## src/cpulpm_pkg.sv

```systemverilog
// Package for the low power mode controller: register map, fields, states.
// Assumes an 8-bit special function register bus inside the core.
package cpulpm_pkg;
  localparam logic [7:0] PMC_ADDR      = 8'h87;
  localparam logic [7:0] PMC_RESET     = 8'h00;
  localparam int         PMC_IDLE_BIT  = 0;
  localparam int         PMC_STOP_BIT  = 1;
  localparam int         PMC_FLAG_LSB  = 2;
  localparam int         FLAG_W        = 6;
  localparam logic [5:0] FLAG_RESET    = 6'h00;
  localparam logic [15:0] RESET_VECTOR = 16'h0000;
  localparam int         MCD_TIMEOUT_US = 100;
  localparam int         MCLK_MHZ       = 50;
  localparam int         MCD_CYCLES     = MCD_TIMEOUT_US * MCLK_MHZ;

  typedef enum logic [1:0] {
    CPULPM_RUN  = 2'b00,
    CPULPM_IDLE = 2'b01,
    CPULPM_STOP = 2'b11
  } cpulpm_mode_e;

  typedef struct packed {
    logic       wr;
    logic       rd;
    logic [7:0] addr;
    logic [7:0] wdata;
  } cpulpm_sfr_s;
endpackage

```

## src/cpulpm_flags.sv

```systemverilog
// Spare software flag storage of the power mode control register.
// Assumes writes come from the core on mclk.
`timescale 1ns/10ps
`default_nettype none
module cpulpm_flags
  import cpulpm_pkg::*;
(
  input  wire logic              mclk,
  input  wire logic              rst_n_sync,
  input  wire logic              we,
  input  wire logic [FLAG_W-1:0] wdata,
  output logic      [FLAG_W-1:0] rdata
);
  logic [FLAG_W-1:0] flags_ff;
  always_ff @(posedge mclk or negedge rst_n_sync) begin
    if (!rst_n_sync) flags_ff <= FLAG_RESET;
    else if (we) flags_ff <= wdata;
  end
  assign rdata = flags_ff;
endmodule
`default_nettype wire

```

## src/cpulpm_ctrl.sv

```systemverilog
// Low power mode controller: idle and stop selection, wake and reset.
// Assumes the core drives sfr with single-cycle strobes and reports instruction end.
`timescale 1ns/10ps
`default_nettype none
module cpulpm_ctrl
  import cpulpm_pkg::*;
(
  input  wire logic        mclk,
  input  wire logic        rst_b,
  input  wire cpulpm_sfr_s sfr,
  input  wire logic        instr_done,
  input  wire logic        irq_enabled_pending,
  input  wire logic        wdt_enable,
  input  wire logic        wdt_timeout,
  input  wire logic        mcd_enable,
  input  wire logic        mclk_missing,
  output logic [7:0]       sfr_rdata,
  output logic             cpu_clk_en,
  output logic             periph_clk_en,
  output logic             int_osc_en,
  output logic             irq_logic_en,
  output logic             mcd_active,
  output logic             internal_reset,
  output logic [15:0]      fetch_addr_reset,
  output logic             mode_idle,
  output logic             mode_stop
);
  ////////////////////////////////////////////////////////////////////////////
  // Reset release
  logic rst_meta_ff;
  logic rst_sync_ff;
  always_ff @(posedge mclk or negedge rst_b) begin
    if (!rst_b) begin
      rst_meta_ff <= 1'b0;
      rst_sync_ff <= 1'b0;
    end else begin
      rst_meta_ff <= 1'b1;
      rst_sync_ff <= rst_meta_ff;
    end
  end

  ////////////////////////////////////////////////////////////////////////////
  // Asynchronous event inputs, two stages
  logic [2:0] evt_meta_ff;
  logic [2:0] evt_sync_ff;
  always_ff @(posedge mclk or negedge rst_sync_ff) begin
    if (!rst_sync_ff) begin
      evt_meta_ff <= 3'h0;
      evt_sync_ff <= 3'h0;
    end else begin
      evt_meta_ff <= {mclk_missing, wdt_timeout, irq_enabled_pending};
      evt_sync_ff <= evt_meta_ff;
    end
  end
  wire irq_s  = evt_sync_ff[0];
  wire wdt_s  = evt_sync_ff[1];
  wire miss_s = evt_sync_ff[2];

  ////////////////////////////////////////////////////////////////////////////
  // Register decode
  wire pmc_wr   = sfr.wr && (sfr.addr == PMC_ADDR);
  wire pmc_rd   = sfr.rd && (sfr.addr == PMC_ADDR);
  wire set_stop = pmc_wr && sfr.wdata[PMC_STOP_BIT];
  wire set_idle = pmc_wr && sfr.wdata[PMC_IDLE_BIT];
  logic [FLAG_W-1:0] flags;

  cpulpm_flags u_flags (
    .mclk       (mclk),
    .rst_n_sync (rst_sync_ff),
    .we         (pmc_wr),
    .wdata      (sfr.wdata[7:PMC_FLAG_LSB]),
    .rdata      (flags)
  );

  wire [7:0] nxt_rdata = pmc_rd ? {flags, 2'b00} : 8'h00;
  logic [7:0] rdata_ff;
  always_ff @(posedge mclk or negedge rst_sync_ff) begin
    if (!rst_sync_ff) rdata_ff <= PMC_RESET;
    else rdata_ff <= nxt_rdata;
  end
  assign sfr_rdata = rdata_ff;

  ////////////////////////////////////////////////////////////////////////////
  // Pending request held until the writing instruction ends
  logic idle_req_ff;
  logic stop_req_ff;
  logic int_rst_ff;
  logic mcd_hit;
  wire  req_stop = set_stop || stop_req_ff;
  wire  req_idle = set_idle || idle_req_ff;
  // An internal reset drops a request still waiting for its instruction end
  always_ff @(posedge mclk or negedge rst_sync_ff) begin
    if (!rst_sync_ff) begin
      idle_req_ff <= 1'b0;
      stop_req_ff <= 1'b0;
    end else begin
      idle_req_ff <= req_idle && !instr_done && !int_rst_ff;
      stop_req_ff <= req_stop && !instr_done && !int_rst_ff;
    end
  end

  ////////////////////////////////////////////////////////////////////////////
  // Mode state machine
  cpulpm_mode_e mode_ff;
  cpulpm_mode_e nxt_mode;
  wire wake_reset = (wdt_enable && wdt_s) || (mcd_enable && mcd_hit);
  always_comb begin
    nxt_mode = mode_ff;
    case (mode_ff)
      CPULPM_RUN: begin
        if (instr_done && req_stop) nxt_mode = CPULPM_STOP;
        else if (instr_done && req_idle) nxt_mode = CPULPM_IDLE;
      end
      CPULPM_IDLE: begin
        if (irq_s) nxt_mode = CPULPM_RUN;
      end
      CPULPM_STOP: nxt_mode = CPULPM_STOP;
      default: nxt_mode = CPULPM_RUN;
    endcase
  end

  always_ff @(posedge mclk or negedge rst_sync_ff) begin
    if (!rst_sync_ff) mode_ff <= CPULPM_RUN;
    else if (int_rst_ff) mode_ff <= CPULPM_RUN;
    else mode_ff <= nxt_mode;
  end

  // Watchdog or detector, when enabled, cause an internal reset in any mode
  always_ff @(posedge mclk or negedge rst_sync_ff) begin
    if (!rst_sync_ff) int_rst_ff <= 1'b0;
    else int_rst_ff <= wake_reset && !int_rst_ff;
  end

  ////////////////////////////////////////////////////////////////////////////
  // Missing clock detector: clock absent longer than the timeout
  localparam logic [12:0] MCD_LIMIT = 13'(MCD_CYCLES - 1);
  logic [12:0] mcd_cnt_ff;
  always_ff @(posedge mclk or negedge rst_sync_ff) begin
    if (!rst_sync_ff) mcd_cnt_ff <= 13'h0000;
    else if (!miss_s) mcd_cnt_ff <= 13'h0000;
    else if (mcd_cnt_ff != MCD_LIMIT) mcd_cnt_ff <= mcd_cnt_ff + 13'h0001;
  end
  assign mcd_hit = miss_s && (mcd_cnt_ff == MCD_LIMIT);

  ////////////////////////////////////////////////////////////////////////////
  // Clock and enable outputs
  assign mode_idle        = (mode_ff == CPULPM_IDLE);
  assign mode_stop        = (mode_ff == CPULPM_STOP);
  assign cpu_clk_en       = (mode_ff == CPULPM_RUN);
  assign periph_clk_en    = !mode_stop;
  assign int_osc_en       = !mode_stop;
  assign irq_logic_en     = !mode_stop;
  assign mcd_active       = mcd_enable;
  assign internal_reset   = int_rst_ff;
  assign fetch_addr_reset = RESET_VECTOR;
endmodule
`default_nettype wire

```

## config.mk

```make
export PLATFORM = sky130hd
export DESIGN_NAME = cpulpm_ctrl
export DESIGN_NICKNAME = d
export VERILOG_FILES = /design/src/cpulpm_pkg.sv /design/src/cpulpm_flags.sv /design/src/cpulpm_ctrl.sv
export SDC_FILE = /design/constraint.sdc
export NUM_CORES = 1
export LEC_CHECK = 0
export BUFFER_PORTS_ARGS = -buffer_cell sky130_fd_sc_hd__buf_4
export CORE_MARGIN = 4
export CORE_UTILIZATION = 45
export CTS_CLUSTER_SIZE = 16
export DETAILED_ROUTE_END_ITERATION = 12
export HOLD_SLACK_MARGIN = 0.06
export MAX_ROUTING_LAYER = met4
export PLACE_DENSITY = 0.72
export SLEW_MARGIN = 5
export SYNTH_ARGS = -nofsm -noshare
export SYNTH_HDL_FRONTEND = slang
export SYNTH_SLANG_ARGS = --single-unit
```

## constraint.sdc

```tcl
create_clock -name mclk -period 2.15 [get_ports mclk]
set_clock_uncertainty 0.1 [all_clocks]
set_input_delay 0.43 -clock mclk [delete_from_list [all_inputs] [get_ports mclk]]
set_output_delay 0.43 -clock mclk [all_outputs]
set_load 0.05 [all_outputs]
```

* Yosys cells after proc, flatten, opt, wreduce, memory -nomap -nowiden *
Index checks and enable logic that the tools add are counted.

storage, ports and cells
  word-level logic and storage cells = 50
  output and inout bits = 32
  bits of input ports = 26
  register bits = 40

operators by class
  mux-type cells = 8
  reduce and logical (&&, ||, !) cells = 22
  equal/unequal tests = 8
  add/subtract/negate cells = 1

operators by type and width
  operator                                                          number
  13-bit two-way mux                                                2
  1-bit logical AND                                                 14
  13-bit by 1-bit adder with 13-bit output (second input constant)  1
  13-bit == test (second input constant)                            1
  13-bit != test (second input constant)                            1
  8-bit == test (second input constant)                             1
  2-bit two-way mux                                                 4
  8-bit two-way mux                                                 1
  2-bit one-hot mux with 3 select lines                             1
  4-bit by 1-bit != test with 1-bit output (second input constant)  1
  1-bit zero test                                                   3
  1-bit logical OR                                                  3
  3-bit by 1-bit != test with 1-bit output (second input constant)  1
  2-bit by 1-bit == test with 1-bit output (second input constant)  1
  2-bit == test (second input constant)                             1
  2-bit zero test                                                   1
  2-bit by 1-bit != test with 1-bit output (second input constant)  1
  2-bit AND reduction                                               1

* Longest topological paths before layout *
  depth after elaboration = 9
  mapped depth = 6
  depth with buffers taken out = 6

* By module *
A second synthesis with hierarchy kept.

second synthesis, totals
  cell total of the unflattened synthesis = 160
  area total of the unflattened synthesis = 1844.3 um^2

modules (own cells, without submodules)
  module        cells an instance  times used  sequential area each (um^2)  area each (um^2)
  cpulpm_ctrl   147                1           800.8                        1592.8
  cpulpm_flags  13                 1           150.1                        251.5

* Worst setup path before layout *
Ideal clock, no wire load.

  path type = reg2out
  start point = register mode_ff[0]
  end point = output port irq_logic_en
  slack = 0.109 ns
  arrival = 1.511 ns
  stages on the path, launching flop included = 4
  cells stage by stage = dfrtp_1 ha_1 inv_1 buf_4

between the ends
  word-level cells in the longest chain between the ends = 2

RTL lines
  item                      line                text
  start: declaration        cpulpm_ctrl.sv:104  cpulpm_mode_e mode_ff;
  start signal: assignment  cpulpm_ctrl.sv:125  else mode_ff <= nxt_mode;
  2-bit == test             cpulpm_ctrl.sv:148  assign mode_stop = (mode_ff == CPULPM_STOP);
  via mode_stop             cpulpm_ctrl.sv:26   output logic mode_stop
  1-bit zero test           n/a
  end: declaration          cpulpm_ctrl.sv:21   output logic irq_logic_en,

The timed path passes the listed nets, and every way through them passes these cells.

* Worst setup path in the final report *
  start point = register mcd_cnt_ff[10]
  end point = register mcd_cnt_ff[1]

between the ends
  word-level cells in the longest chain between the ends = 2

RTL lines
  item                                                line                text
  start: declaration                                  cpulpm_ctrl.sv:137  logic [12:0] mcd_cnt_ff;
  start signal: assignment                            cpulpm_ctrl.sv:141  else if (mcd_cnt_ff != MCD_LIMIT) mcd_cnt_ff <= mcd_cnt_ff + 13'h0001;
  13-bit != test                                      cpulpm_ctrl.sv:141
  2-bit by 1-bit != test with 1-bit output (no line)  n/a

Every way passes these cells.
A chain may end at the register's enable or synchronous reset.

==> run summary <==
Power
- P per Cell Area: 723 nW/µm²
- leakage dissipation: 1.11 nW
- final total power: 1.57 mW
- Peak VDD IR: 0.547 mV

Worst setup path
- startpoint type of the worst setup path: register
- CP delay by family, top: simple AND/OR/NAND/NOR gates
- worst setup path class: register to register
- ordered list of cells on the worst path: or4b_4, nor4_4, mux2i_1, nor2b_1
- maximum fanout along the worst path: 5
- Crit. End Element: register
- CP max-delay cell: sky130_fd_sc_hd__or4b_4
- number of buffers and inverters on the critical path: 0
- CP Data Required Time: 2.23 ns
- biggest cell delay along the critical path: 0.56 ns
- data arrival time at the worst-slack endpoint: 1.95 ns

Synthesis
- count of warnings emitted by yosys: 0
- post-synthesis sequential element count: 38
- Syn Inst Count: 171
- prevailing post-synth register cell: sky130_fd_sc_hd__dfrtp_1
- async set or reset register ratio after synthesis: 100%
- register area share after synthesis: 52.9%
- Mapped Area: 1800 µm²
- average cell area after synthesis: 10.5 µm²
- number of enable-type register cells in the synthesized netlist: 0
- number of unique standard cell types used by synthesis: 36

Cells and area
- fraction of final layout cells sized beyond drive strength 1: 24.1%
- Antenna Cells: 0
- nets@finish: 246
- filler-free cell count of the finished design: 264
- relative area change from synthesis to final layout: 20.8%

Drt
- detailed-route via count: 1299
- detailed-router iteration count before antenna repair: 4
- antenna viol nets, final: 0
- Routed wire per std cell: 12.7 µm
- ratio of routed vias to standard cells: 4.92
- DR iter-0 viols: 73
- number of design rule violations left after detail routing: 0
- sum of routed wire length over all layers: 3340 µm

Floorplanning
- row count: 22
- chip height: 71.2 µm
- Core ar.: 3770 µm²
- Die Wd: 71.2 µm
- Boundary Pins: 58
- Initial Util: 47.6%
- area of the die: 5070 µm²

GRT
- GR Overflow Total: 0
- grt met2 use: 23.0%
- first-pass GRT wire length: 5620 µm
- met3 routing resource usage after global routing: 4.26%
- antenna violations before repair: 0
- Global Route met1 Usage: 17.2%
- busiest metal layer after global routing: met2
- pin count of the biggest net entering global routing: 32
- overall track demand over capacity in global routing: 14.6%
- via count of the first global-routing pass: 1279

CTS
- deepest clock path buffer count: 2
- clock tree from TritonCTS: yes
- H-tree levels: 2
- clk sinks: 38
- post-cts repair resize count: 0
- Post CTS Setup Buffer Count: 0
- number of buffers created by CTS: 5
- clock insertion delay at the later pin of the skew report: 0.28 ns
- buffer type at the clock tree root: sky130_fd_sc_hd__clkbuf_8
- Worst-path clk slew: 0.07 ns

Timing
- setup repair after global routing missed its margin: false
- Setup TNS: 0 ns
- Max Transition Viols Final: 0
- endpoints failing hold: 0
- final setup violation count: 0
- maximum operating frequency: 0.534 GHz
- Final Critical Period: 1.87 ns
- Period Utilization, post-route: 87.0%

Job
- maximum capacitance violations: 0

Placed design
- GP Congestion: 0.831
- HPWL Detailed: 2530 µm
- number of I/O port buffers: 39
- placed cell count: 255

Hold path
- Tightest Hold Check Type: input port to register

Run status
- status: finished, final reports clean

==> worst paths after layout <==
kind	from	endpoint	slack [ns]	cells after the start
min reg2reg	rst_sync_ff	evt_meta_ff[1]	0.18	1
max in group asynchronous	rst_sync_ff	sfr_rdata[3]	1.22	1
max reg2reg	mcd_cnt_ff[10]	mcd_cnt_ff[1]	0.28	4
min	wdt_timeout	evt_meta_ff[1]	0.15	1
max	mcd_cnt_ff[10]	mcd_cnt_ff[1]	0.28	4
min in group asynchronous	rst_sync_ff	evt_meta_ff[1]	0.18	1
==> routing by layer <==
metal	vias up	wire length (µm)
met4	0	64
met2	41	1590
met3	4	228
met1	622	1460
li1	632	-
met5	-	0
==> layout by cell type (no fill, tap or decap), drive strengths merged, types with 3 or more instances in the layout <==
cell type and n:
xor2 4, xnor2 3, clkbuf 5, dfrtp 38, ha 4, buf 42, nand2 23, or3 5
inv 8, nand3 6, o21ai 6, a21boi 5, nor3 6, conb 19, and2 8, and3 7
==> sequential cells by signal, summed over array words and instances (netlist names), 2 cells and up <==
register	cells
sfr_rdata	6
mode_ff	2
evt_sync_ff	3
mcd_cnt_ff	13
evt_meta_ff	3
u_flags.rdata	6
==> cells in the mapped netlist, types with 3 or more instances <==
library cell               count  share of area (%)
sky130_fd_sc_hd__and3_1        7                2.4
sky130_fd_sc_hd__dfrtp_1      38                 53
sky130_fd_sc_hd__nand2_1      23                4.8
sky130_fd_sc_hd__o21ai_0       6                1.7
sky130_fd_sc_hd__a21boi_0      5                2.1
sky130_fd_sc_hd__xnor2_1       3                1.5
sky130_fd_sc_hd__and2_1        8                2.8
sky130_fd_sc_hd__xor2_1        4                1.9
sky130_fd_sc_hd__or3_1         4                1.4
sky130_fd_sc_hd__ha_1          4                2.8
sky130_fd_sc_hd__inv_1         8                1.7
sky130_fd_sc_hd__nand3_1       6                1.7
sky130_fd_sc_hd__nor3_1        6                1.7
sky130_fd_sc_hd__buf_4        21                8.8
==> timing repair <==
item / 4_1_cts / 5_1_grt
hold buffers: 2 / 0
endpoints found under the setup margin: 0 / 0
endpoints found under the hold margin: 7 / 0
==> logic make-up after synthesis <==
group,count (synthesis),share of synthesized area (%)
adders and majority gates,4,2.79
and+or+nand+nor,66,20.5
AOI/OAI and AO/OA,22,8.57
buffers and inverters,31,10.9
DFF,38,52.9
other,2,0.418
muxes,1,0.557
xor gates and xnor gates,7,3.41
==> worst register-to-register path: cells and delay by family, from the launching register on <==
kind	cells	cell delay (ns)
simple gates	3	1.03
mux	1	0.23
flops	1	0.42
==> layout make-up <==
| type | instances | area (µm²) |
|---|---|---|
| fill | 331 | 1600 |
| timing repair buffer | 44 | 335 |
| sequential | 38 | 951 |
| multi-input combinational | 119 | 714 |
| tap | 48 | 60.1 |
| clock buffer | 5 | 68.8 |
| clock inverter | 2 | 10.0 |
| inverter | 8 | 30.0 |
==> power by group <==
| part | internal, mW | switching (mW) | leakage (nW) |
|---|---|---|---|
| combinational | 0.113 | 0.244 | 0.558 |
| sequential | 0.743 | 0.0220 | 0.506 |
| clock | 0.217 | 0.229 | 0.0438 |
| total | 1.07 | 0.495 | 1.11 |
==> metrics by stage <==
stage               instance area (µm²)  utilization [%]  setup WS (ns)  hold slack, ns
detailed placement                 2070             54.9          0.191         -0.0120
global placement                   2070             54.9          0.246         -0.0146
finish                             2170             57.5          0.279           0.149
global route                       2170             57.5          0.127           0.126
CTS                                2170             57.5          0.272           0.135
floorplan                          1860                -          0.109          0.0344
Power figures use the tool's default switching activity.
